### config.mk
export PLATFORM = sky130hd
export DESIGN_NAME = xsp_engine
export DESIGN_NICKNAME = d
export VERILOG_FILES = /design/src/xsp_pkg.sv /design/src/xsp_skid2.sv /design/src/xsp_engine.sv
export VERILOG_INCLUDE_DIRS = /design/src
export SDC_FILE = /design/constraint.sdc
export NUM_CORES = 1
export LEC_CHECK = 0
export ABC_CLOCK_PERIOD_IN_PS = 20200
export BUFFER_PORTS_ARGS = -buffer_cell sky130_fd_sc_hd__buf_2
export CAP_MARGIN = 40
export CELL_PAD_IN_SITES_DETAIL_PLACEMENT = 0
export CELL_PAD_IN_SITES_GLOBAL_PLACEMENT = 1
export CORE_UTILIZATION = 30
export CTS_CLUSTER_SIZE = 16
export DETAILED_ROUTE_END_ITERATION = 10
export PLACE_DENSITY_LB_ADDON = 0.2
export SETUP_SLACK_MARGIN = 0.2
export SLEW_MARGIN = 40
export SYNTH_ARGS = -nofsm -noshare
export SYNTH_HDL_FRONTEND = slang
export SYNTH_SLANG_ARGS = --single-unit
### constraint.sdc
create_clock -name core_clk -period 20.2 [get_ports core_clk]
set_input_delay 3.03 -clock core_clk [delete_from_list [all_inputs] [get_ports core_clk]]
set_output_delay 3.03 -clock core_clk [all_outputs]
set_load 0.01 [all_outputs]
### src/xsp_defines.svh
/*
  Constants of the external serial port transfer engine: selector codes,
  chip-select actions, reset values and timing counts.
  Assumes a 125 MHz core clock; included by its bare name.
*/
`ifndef XSP_DEFINES_SVH
`define XSP_DEFINES_SVH

// --------------------------------------------------------------------------
// selector and field codes
// --------------------------------------------------------------------------
`define XSP_SEL_ZERO      16'h0000
`define XSP_SEL_ONES      16'hffff
`define XSP_CS_NONE       16'h0000
`define XSP_CS_FALL       16'h0001
`define XSP_CS_RISE       16'h0002
`define XSP_HS_ON         16'h0001
`define XSP_BYTES_MAX     3'h4
`define XSP_CS_RESET      1'b1

// --------------------------------------------------------------------------
// timing
// --------------------------------------------------------------------------
`define XSP_CLK_PERIOD_NS 8
`define XSP_CS_PULSE_NS   160
`define XSP_CS_PULSE_CYC  ((`XSP_CS_PULSE_NS + `XSP_CLK_PERIOD_NS - 1) / `XSP_CLK_PERIOD_NS)

`endif

### src/xsp_pkg.sv
/*
  Types of the external serial port transfer engine.
  Assumes nothing beyond a SystemVerilog compiler.
*/
package xsp_pkg;

  // command as issued by the host, all fields 16-bit words, ops a signed count
  typedef struct packed {
    logic [15:0] ops;
    logic [15:0] src;
    logic [15:0] dst;
    logic [15:0] nbytes;
    logic [15:0] cs_mode;
    logic [15:0] hs;
  } xsp_cmd_t;

  // one received word on its way to the register file
  typedef struct packed {
    logic [15:0] idx;
    logic [31:0] data;
  } xsp_wr_t;

  typedef enum logic [2:0] {
    XSP_IDLE, XSP_CSP, XSP_HS, XSP_FETCH, XSP_LOAD, XSP_ALIGN, XSP_SHIFT, XSP_STORE
  } xsp_phase_t;

  typedef struct packed {
    xsp_phase_t  ph;
    logic [15:0] left;
    logic [15:0] src;
    logic [15:0] dst;
    logic [2:0]  nb;
    logic        inc;
    logic        hs;
    logic [31:0] sh;
    logic [31:0] rx;
    logic [5:0]  bits;
    logic [7:0]  cnt;
    logic        cs;
    logic        sck;
    logic        mosi;
    logic        busy;
    logic        rd_en;
    logic        push;
    logic [2:0]  lk;
    logic [1:0]  mi;
    logic        rdy;
  } xsp_core_t;

endpackage : xsp_pkg

### src/xsp_skid2.sv
/*
  Two-entry buffer with valid and ready on both sides; out_data and out_valid are flops, in_ready is the inverted tail valid flop.
  Assumes one clock and an asynchronous active-high reset.
*/
`timescale 1ns/1ps
module xsp_skid2 #(
  parameter int W = 48
) (
  input  wire logic         core_clk,
  input  wire logic         rst,
  input  wire logic [W-1:0] in_data,
  input  wire logic         in_valid,
  output logic              in_ready,
  output logic [W-1:0]      out_data,
  output logic              out_valid,
  input  wire logic         out_ready
);

  typedef struct packed {
    logic [W-1:0] head;
    logic [W-1:0] tail;
    logic         hv;
    logic         tv;
  } xsp_skid_t;

  xsp_skid_t s_reg;
  xsp_skid_t s_next;

  always_comb begin
    s_next = s_reg;
    if (s_reg.hv && out_ready) begin
      s_next.head = s_reg.tail;
      s_next.hv   = s_reg.tv;
      s_next.tv   = 1'b0;
    end
    if (in_valid && !s_reg.tv) begin
      if (!s_next.hv) begin
        s_next.head = in_data;
        s_next.hv   = 1'b1;
      end else begin
        s_next.tail = in_data;
        s_next.tv   = 1'b1;
      end
    end
  end

  always_ff @(posedge core_clk or posedge rst) begin
    if (rst) begin
      s_reg <= '0;
    end else begin
      s_reg <= s_next;
    end
  end

  assign in_ready  = !s_reg.tv;
  assign out_data  = s_reg.head;
  assign out_valid = s_reg.hv;

endmodule : xsp_skid2

### src/xsp_engine.sv
/*
  Background transfer engine of the external serial port: master side.
  Assumes a register file with one-cycle read latency on rd_idx/rd_data,
  a write port that may stall, and a shift clock from the mode setup logic.
*/
// Behaviour
// - run as many cycles as the magnitude of the signed count
// - negative count also steps a register index after every cycle
// - step source index, or destination when source is 0 or -1
// - source 0 sends zero bytes, source -1 sends all-one bytes
// - received word goes to destination; destination 0 discards it
// - one to four bytes per register, least significant ones used
// - most significant byte first out and in
// - chip select action 0 none, 1 pulse high then low, 2 inverse
// - handshake 1 waits for low data input before every cycle
// - each command may repeat the chip select pulse
// - outgoing data fetched from source register
`timescale 1ns/1ps
`include "xsp_defines.svh"
module xsp_engine (
  input  wire logic            core_clk,
  input  wire logic            rst,
  input  wire xsp_pkg::xsp_cmd_t cmd,
  input  wire logic            cmd_valid,
  output logic                 cmd_ready,
  output logic                 busy,
  output logic                 rd_en,
  output logic [15:0]          rd_idx,
  input  wire logic [31:0]     rd_data,
  output xsp_pkg::xsp_wr_t     wr,
  output logic                 wr_valid,
  input  wire logic            wr_ready,
  input  wire logic            link_clk,
  input  wire logic            spi_miso,
  output logic                 spi_sck,
  output logic                 spi_mosi,
  output logic                 spi_cs
);

  xsp_pkg::xsp_core_t s_reg;
  xsp_pkg::xsp_core_t s_next;
  logic               buf_ready;
  logic               rise;
  logic               fall;
  logic [5:0]         last_bit;
  logic               src_special;

  assign rise        = s_reg.lk[1] & ~s_reg.lk[2];
  assign fall        = ~s_reg.lk[1] & s_reg.lk[2];
  assign last_bit    = 6'({s_reg.nb, 3'b000}) - 6'h01;
  assign src_special = (s_reg.src == `XSP_SEL_ZERO) || (s_reg.src == `XSP_SEL_ONES);

  // --------------------------------------------------------------------------
  // sequencer
  // --------------------------------------------------------------------------
  always_comb begin
    logic        adv;
    logic [31:0] word;
    adv    = 1'b0;
    word   = '0;
    s_next = s_reg;
    s_next.lk    = {s_reg.lk[1:0], link_clk};
    s_next.mi    = {s_reg.mi[0], spi_miso};
    s_next.rd_en = 1'b0;
    // shift clock only runs out while bits move
    s_next.sck   = (s_reg.ph == xsp_pkg::XSP_SHIFT) ? s_reg.lk[1] : 1'b0;
    unique case (s_reg.ph)
      xsp_pkg::XSP_IDLE: begin
        if (cmd_valid) begin
          s_next.left = cmd.ops[15] ? 16'(-cmd.ops) : cmd.ops;
          s_next.inc  = cmd.ops[15];
          s_next.src  = cmd.src;
          s_next.dst  = cmd.dst;
          s_next.nb   = cmd.nbytes[2:0];
          s_next.hs   = (cmd.hs == `XSP_HS_ON);
          s_next.cnt  = 8'(`XSP_CS_PULSE_CYC);
          if (cmd.ops != 16'h0000) begin
            s_next.busy = 1'b1;
            // a command with chip select action 1 or 2 replays its chip select pulse
            if (cmd.cs_mode == `XSP_CS_FALL) begin
              s_next.cs = 1'b1;
              s_next.ph = xsp_pkg::XSP_CSP;
            end else if (cmd.cs_mode == `XSP_CS_RISE) begin
              s_next.cs = 1'b0;
              s_next.ph = xsp_pkg::XSP_CSP;
            end else begin
              s_next.ph = (cmd.hs == `XSP_HS_ON) ? xsp_pkg::XSP_HS : xsp_pkg::XSP_FETCH;
            end
          end
        end
      end
      xsp_pkg::XSP_CSP: begin
        s_next.cnt = s_reg.cnt - 8'h01;
        if (s_reg.cnt == 8'h01) begin
          s_next.cs = ~s_reg.cs;
          s_next.ph = s_reg.hs ? xsp_pkg::XSP_HS : xsp_pkg::XSP_FETCH;
        end
      end
      xsp_pkg::XSP_HS: begin
        if (!s_reg.mi[1]) begin
          s_next.ph = xsp_pkg::XSP_FETCH;
        end
      end
      xsp_pkg::XSP_FETCH: begin
        s_next.rd_en = !src_special;
        s_next.ph    = xsp_pkg::XSP_LOAD;
      end
      xsp_pkg::XSP_LOAD: begin
        if (s_reg.src == `XSP_SEL_ZERO) begin
          word = '0;
        end else if (s_reg.src == `XSP_SEL_ONES) begin
          word = '1;
        end else begin
          word = rd_data;
        end
        // right aligned data moves to the top so the msb leaves first
        s_next.sh   = word << (6'd32 - 6'({s_reg.nb, 3'b000}));
        s_next.rx   = '0;
        s_next.bits = '0;
        s_next.ph   = xsp_pkg::XSP_ALIGN;
      end
      xsp_pkg::XSP_ALIGN: begin
        s_next.mosi = s_reg.sh[31];
        if (fall) begin
          s_next.ph = xsp_pkg::XSP_SHIFT;
        end
      end
      xsp_pkg::XSP_SHIFT: begin
        if (rise) begin
          s_next.rx   = {s_reg.rx[30:0], s_reg.mi[1]};
          s_next.bits = s_reg.bits + 6'h01;
          if (s_reg.bits == last_bit) begin
            s_next.ph = xsp_pkg::XSP_STORE;
          end
        end
        if (fall) begin
          s_next.sh   = s_reg.sh << 1;
          s_next.mosi = s_reg.sh[30];
        end
      end
      xsp_pkg::XSP_STORE: begin
        // the last clock pulse ends here, so busy never drops under a high clock
        if (s_reg.dst == `XSP_SEL_ZERO) begin
          adv = 1'b1;
        end else begin
          // a stalled write port holds the engine here, nothing is dropped
          s_next.push = 1'b1;
          if (s_reg.push && buf_ready) begin
            s_next.push = 1'b0;
            adv         = 1'b1;
          end
        end
      end
    endcase
    if (adv) begin
      s_next.left = s_reg.left - 16'h0001;
      if (s_reg.inc) begin
        if (src_special) begin
          s_next.dst = s_reg.dst + 16'h0001;
        end else begin
          s_next.src = s_reg.src + 16'h0001;
        end
      end
      if (s_reg.left == 16'h0001) begin
        s_next.ph   = xsp_pkg::XSP_IDLE;
        s_next.busy = 1'b0;
      end else begin
        s_next.ph = s_reg.hs ? xsp_pkg::XSP_HS : xsp_pkg::XSP_FETCH;
      end
    end
    // ready kept as its own flop so the port needs no gate after the register
    s_next.rdy = !s_next.busy;
  end

  always_ff @(posedge core_clk or posedge rst) begin
    if (rst) begin
      s_reg    <= '0;
      s_reg.cs <= `XSP_CS_RESET;
      s_reg.rdy <= 1'b1;
    end else begin
      s_reg <= s_next;
    end
  end

  // --------------------------------------------------------------------------
  // write path buffer
  // --------------------------------------------------------------------------
  xsp_skid2 #(.W($bits(xsp_pkg::xsp_wr_t))) u_buf (
    .core_clk  (core_clk),
    .rst       (rst),
    .in_data   ({s_reg.dst, s_reg.rx}),
    .in_valid  (s_reg.push),
    .in_ready  (buf_ready),
    .out_data  (wr),
    .out_valid (wr_valid),
    .out_ready (wr_ready)
  );

  assign cmd_ready = s_reg.rdy;
  assign busy      = s_reg.busy;
  assign rd_en     = s_reg.rd_en;
  assign rd_idx    = s_reg.src;
  assign spi_sck   = s_reg.sck;
  assign spi_mosi  = s_reg.mosi;
  assign spi_cs    = s_reg.cs;
endmodule : xsp_engine

==> run metrics, run 1 <==
status complete, no violations; Worst path slowest cell nor4_1; Post-Route WL 33600 µm; Overall Global Routing Usage 0.155; final setup margin between 15 and 20 ns; core area between 40000 and 50000 µm²; clock share of power 0.254; FF+latch area 6110 µm²; top cell type's share of synthesized area 0.473; total CTS buffers 31; port bufs around 190; Pint 1.31 mW; relative slew slack 0.457; top_reg_cell synth dfrtp_1; final hold slack approximately 0.35 ns; 1st-iter DRT viols about 480; RePlAce Congestion ~0.77; CP Launch Point cmd[83]; period utilisation layout 0.215; Die Area approximately 43000 µm²; register area share after synthesis 0.478; Crit path depth 6; Post-Route Utilization 0.353; RR Startpoint rd_idx[0]$_DFF_PP0_; Layout fillers about 4300; I/O pin cnt just over 200; CP arrival about 4.8 ns; Setup crit end s_reg[142]$_DFFE_PP0P_; Post-CTS Resized 0; Synth Net Count roughly 1500; r2r setup slk about 17 ns; initial antenna violation count 0; Unique masters post-synth 70; Finished Cell Area between 10000 and 15000 µm²; Sw Ratio 0.392; Post-synth top cells dfrtp_1 (242), nand2_1 (154), nor2_1 (148); crit-path cells buf_2 > nor4_1 > nand3_1 > nor4b_1 > nor2_1 > a311oi_1; clk slew on worst S/H paths about 0.060 ns; post-DP HPWL 22100 µm; Reg2Reg Depth 9; RSZ-0062 raised after global routing false; power share of the combinational group 0.365; CP Class primary input to flop; Placed Instance Area 13800 µm²; largest net degree at the start of global routing roughly 140; leading area contributor after synthesis dfrtp_1; Nets around 1600; Die Ht between 200 and 250 µm; sequential share of power 0.380; postcts setup bufs 0; Setup-failing EPs final 0; Die X between 200 and 250 µm; cell leakage power approximately 6.9 nW; min-delay worst type flop to flop; antenna-violating nets left 0; CTS tree built; Max Slew Vio Count 0; CTS H-tree lvls 1; CP max FO 5; root buf cell clkbuf_16; Max-cap violations 0; Hold Buf Count CTS 0; share of post-route cells with drive strength above 1 0.244; first-pass detailed-route iteration total 5; minimum clock period 4.34 ns; pin slew with the least headroom to its limit 0.812 ns; DR vias 9838; P_sw 0.844 mW; Site Rows 75; Setup Skew 0.0221 ns; clk_lat worst skew 0.57 ns; post-synthesis register bit count 244; Startpoint Class primary input; top post-synthesis cells by area dfrtp_1 (47%), mux2i_1 (5.5%), nand2_1 (4.5%), nor2_1 (4.3%), mux2_2 (4.3%); max reg flops 121; maximum vdd drop ~0.000054 V; ant diodes 0; worst slack at placement between 15 and 20 ns; mapped cell area approximately 13000 µm²; DRC 0; CTS Sinks about 240; Worst R2R End s_reg[107]$_DFF_PP0_; synth warn 0; vias in the first global route 9620; Top delay family on crit path simple AND/OR/NAND/NOR gates; multi-input logic area ~6000 µm²; Cells after Synth roughly 1300; Slowest Stage Delay on Critical Path around 0.64 ns; first-pass GRT wire length around 55000 µm; Area Overhead vs Synth 16.0%; cell with the most instances after synthesis dfrtp_1; power per cell area about 150 nW/µm²; Max Freq 230 MHz; CP Buf/Inv Count 1; setup TNS 0 ns; Final Hold Violating Endpoints 0; CP Data Required Time 20.66 ns; Mean Syn Cell Area between 9 and 10 µm²; WL/cell between 15 and 20 µm; initial core utilization 0.304; Post-synth EDFFs 0; clock buffer depth 3; drt via density 4.98; asr flop ratio synth 1.00; element type at the critical path end flop; gr ovfl total 0
## stage by stage
step | total power [mW] | instances
floorplan | 1.44 | 1317
CTS | 2.20 | 1974
finish | 2.15 | 1975
global placement | 1.61 | 1915
global route | 2.32 | 1975
detailed placement | 1.63 | 1917
## worst register-to-register path, delay by kind of cell (launching register included)
kind | cells | cell delay (ns)
AO/OA/AOI/OAI | 3 | 0.79
adder cells (fa/ha/maj) | 1 | 0.17
buffers and inverters | 2 | 0.45
flip-flops | 1 | 0.47
AND/OR/NAND/NOR | 3 | 1.30
## power groups by stage
stage          Sequential, mW  Clock (mW)  Combinational (mW)
2_1_floorplan           0.763           0               0.672
3_3_place_gp            0.825           0               0.788
3_5_place_dp            0.829           0               0.800
4_1_cts                 0.821       0.571               0.803
5_1_grt                 0.847       0.590               0.884
6_report                0.819       0.547               0.787
## cell usage in the layout (no fill, tap or decap), drive strengths merged, types with 36 or more instances in the layout
cell type	Yosys	final
dfrtp	242	242
buf	96	205
nand2	154	154
nor2	148	148
a21oi	109	109
mux2i	70	70
nand3	61	61
mux2	49	49
o21ai	47	47
clkbuf	47	36
## how the worst min path moves through the flow
stage | startpoint | end | slack (ns) | depth (start not counted)
detailed placement | s_next[2]$_DFF_PP0_ | s_reg[2]$_DFF_PP0_ | 0.34 | 0
finish | s_next[2]$_DFF_PP0_ | s_reg[2]$_DFF_PP0_ | 0.35 | 0
global route | s_next[2]$_DFF_PP0_ | s_reg[2]$_DFF_PP0_ | 0.37 | 0
CTS | s_next[2]$_DFF_PP0_ | s_reg[2]$_DFF_PP0_ | 0.35 | 0
floorplan | s_next[4]$_DFF_PP0_ | s_next[5]$_DFF_PP0_ | 0.33 | 0
global placement | s_next[4]$_DFF_PP0_ | s_next[5]$_DFF_PP0_ | 0.34 | 0
## cell families (layout without fill, tap and decap cells)
logic type	Yosys count	count (layout)	synth area share
AO/OA/AOI/OAI	263	263	0.133
XOR/XNOR	25	25	0.0171
adder cells (fa/ha/maj)	11	11	0.0108
buffers and inverters	165	284	0.0710
flip-flops	244	244	0.478
multiplexers	127	127	0.112
AND/OR/NAND/NOR	482	482	0.179
## per-layer routing
metal / wire, µm / global-route usage
met1: 16200 / 0.220
met5: 0 / 0
met2: 15600 / 0.247
met4: 435 / 0.0340
met3: 1380 / 0.0254
## layout make-up
cell class                      count  share of cell area
Multi-Input combinational cell    908               0.393
Tap cell                          539              0.0454
Inverter                           22             0.00641
Clock inverter                     21              0.0143
Timing Repair Buffer              205              0.0755
Sequential cell                   244               0.412
Clock buffer                       36              0.0535
No activity file was read; power rests on OpenSTA's default activity.
==> run 2: changes to the inputs <==
--- a/config.mk
+++ b/config.mk
@@ -6,7 +6,7 @@
 export SDC_FILE = /design/constraint.sdc
 export NUM_CORES = 1
 export LEC_CHECK = 0
-export ABC_CLOCK_PERIOD_IN_PS = 20200
+export ABC_CLOCK_PERIOD_IN_PS = 3500
 export BUFFER_PORTS_ARGS = -buffer_cell sky130_fd_sc_hd__buf_2
 export CAP_MARGIN = 40
 export CELL_PAD_IN_SITES_DETAIL_PLACEMENT = 0
==> constraint.sdc (replaced) <==
create_clock -name core_clk -period 3.5 [get_ports core_clk]
set_input_delay 0.525 -clock core_clk [delete_from_list [all_inputs] [get_ports core_clk]]
set_output_delay 0.525 -clock core_clk [all_outputs]
set_load 0.01 [all_outputs]
==> run 2 against run 1 <==
Compared with the run above: die area unchanged; utilization grew 0.42 points; combinational power increased to 5.8 times the previous value; register-to-register slack got worse by 16 ns; cell count rose by 0.76%; power rose to 5.9 times the previous value; global-route usage grew 0.46 points; cell area is 1.2% higher; via count is 1.0% higher; first-iteration DRC count rose by 9.4%; count of clock-buffer cells in the layout increased by 11; critical path type is now flop to flop; largest cell class unchanged.
==> run metrics, run 2 (same netlist as run 1, synthesis figures left out) <==
RePlAce Congestion 0.771 (-0.36%); worst slack at placement 0.593 ns (-14.71 ns); vias in the first global route 9951 (+3.4%); relative slew slack 0.458 (+0.00128); final hold slack 0.0778 ns (-0.272 ns); Post-Route Utilization 0.357 (+0.00420); dpl cells 1928 (+0.57%); total power draw 12.6 mW (+490%); CTS H-tree lvls 2 (+1); clk_lat worst skew 0.53 ns (-0.04 ns); max reg flops 121 (unchanged); DR vias 9939 (+1.0%); Area Overhead vs Synth 17.4%; commonest non-fill, non-tap cells in the layout dfrtp_1 (242), buf_2 (191), nand2_1 (152); Site Rows 75 (unchanged); clock buffer depth 3 (unchanged); core area 42000 µm² (unchanged); largest net degree at the start of global routing 97 (-33%); cell leakage power 7.02 nW (+1.5%); Nets 1570 (+0.83%); initial core utilization 0.304 (unchanged); total CTS buffers 34 (+9.7%); Die Area 43500 µm² (unchanged); min-delay worst type primary input to asynchronous set/reset pin; clk slew on worst S/H paths 0.06 ns (about the same); drt via density 4.99 (+0.27%); CTS tree built; Post-Route WL 34100 µm (+1.4%); status complete, no violations; antenna-violating nets left 0 (unchanged); period utilisation layout 0.815; share of post-route cells with drive strength above 1 0.251 (+0.00730); Setup Skew 0.0188 ns (-0.00326 ns); pin slew with the least headroom to its limit 0.812 ns (+0.0000486 ns); root buf cell clkbuf_16; power per cell area 842 nW/µm² (+480%); CP max FO 18 (+13); Post-CTS Resized 0 (unchanged); Hold Buf Count CTS 0 (unchanged); port bufs 191 (unchanged); initial antenna violation count 0 (unchanged); first-pass detailed-route iteration total 5 (unchanged); CP arrival 3.26 ns (-1.55 ns); CTS Sinks 244 (unchanged); minimum clock period ~2.9 ns; Max-cap violations 0 (unchanged); maximum vdd drop 0.000428 V (+690%); Die X 208 µm (unchanged); first-pass GRT wire length 55600 µm (+2.0%); 1st-iter DRT viols 524 (+9.4%); postcts setup bufs 0 (unchanged); CP Data Required Time 3.91 ns (-16.75 ns); Final Hold Violating Endpoints 0 (unchanged); final setup margin 0.647 ns (-15.21 ns); gr ovfl total 0 (unchanged); Die Ht 208 µm (unchanged); WL/cell 17.1 µm (+0.62%); I/O pin cnt 205 (unchanged); DRC 0 (unchanged); Max Freq ~350 MHz; element type at the critical path end flop; post-DP HPWL 22800 µm (+3.0%); Max Slew Vio Count 0 (unchanged); fin cells 1990 (+0.76%); RSZ-0062 raised after global routing false; Startpoint Class flop; commonest non-fill, non-tap cell in the layout dfrtp_1; CP Class flop to flop; Setup-failing EPs final 0 (unchanged); Overall Global Routing Usage 0.160 (+0.00461)
run 2: cell count changes in the layout (fill, tap and decap cells not counted), moves of 2 or more:
| cell | change |
|---|---|
| inv_6 | -3 |
| buf_4 | +8 |
| buf_16 | -2 |
| clkbuf_16 | +4 |
| clkbuf_8 | +8 |
| buf_12 | +5 |
| bufinv_16 | -3 |
run 2: final timing paths:
check                                               to           startpoint  slack (ns)  cells after the start
min                        u_buf.s_reg[40]$_DFFE_PP0P_                  rst        0.08                      2
max reg2reg                       rd_idx[13]$_DFF_PP0_  s_reg[95]$_DFF_PP0_        0.65                      9
max in group asynchronous        s_reg[70]$_DFFE_PP0P_                  rst        2.46                      3
max                               rd_idx[13]$_DFF_PP0_  s_reg[95]$_DFF_PP0_        0.65                      9
min reg2reg                        s_next[5]$_DFF_PP0_  s_next[4]$_DFF_PP0_        0.36                      0
min in group core_clk              s_next[2]$_DFF_PP0_             spi_miso        0.11                      1
run 2: through the flow:
step | area, µm² | setup TNS, ns
after floorplan | 12800 | -54.97
after global placement | 13900 | 0
after detailed placement | 13900 | 0
after CTS | 15000 | 0
after global routing | 15000 | 0
final | 15000 | 0
run 2: cell type report:
cell class	instances	area [µm²]
repair buffers	215	1210
well taps	539	674
clock inverters	14	105
multi-input cells	908	5830
inverters	22	86.3
flip-flops and latches	244	6110
fillers	4309	27000
clock buffers	47	1000
diodes	1	2.50
run 2: report_power, final:
| group | total (mW) | internal (mW) | leakage (nW) | switching [mW] |
|---|---|---|---|---|
| registers | 4.71 | 3.78 | 3.06 | 0.933 |
| clock network | 3.35 | 2.01 | 0.547 | 1.34 |
| logic | 4.58 | 1.93 | 3.41 | 2.65 |
| total | 12.6 | 7.73 | 7.02 | 4.92 |
run 2: layer usage:
layer	wire length, µm	GRT usage
met1	16200	0.219
met3	1510	0.0343
met4	576	0.0398
met2	15800	0.255
met5	0	0
run 2: worst max-delay path, stage by stage (launching register included):
cell,delay [ns]
dfrtp_1,0.47
inv_1,0.14
ha_1,0.19
nor4b_4,0.24
a41oi_2,0.26
nor3_1,0.19
buf_4,0.17
and2_1,0.55
nand2_1,0.22
o221a_2,0.28
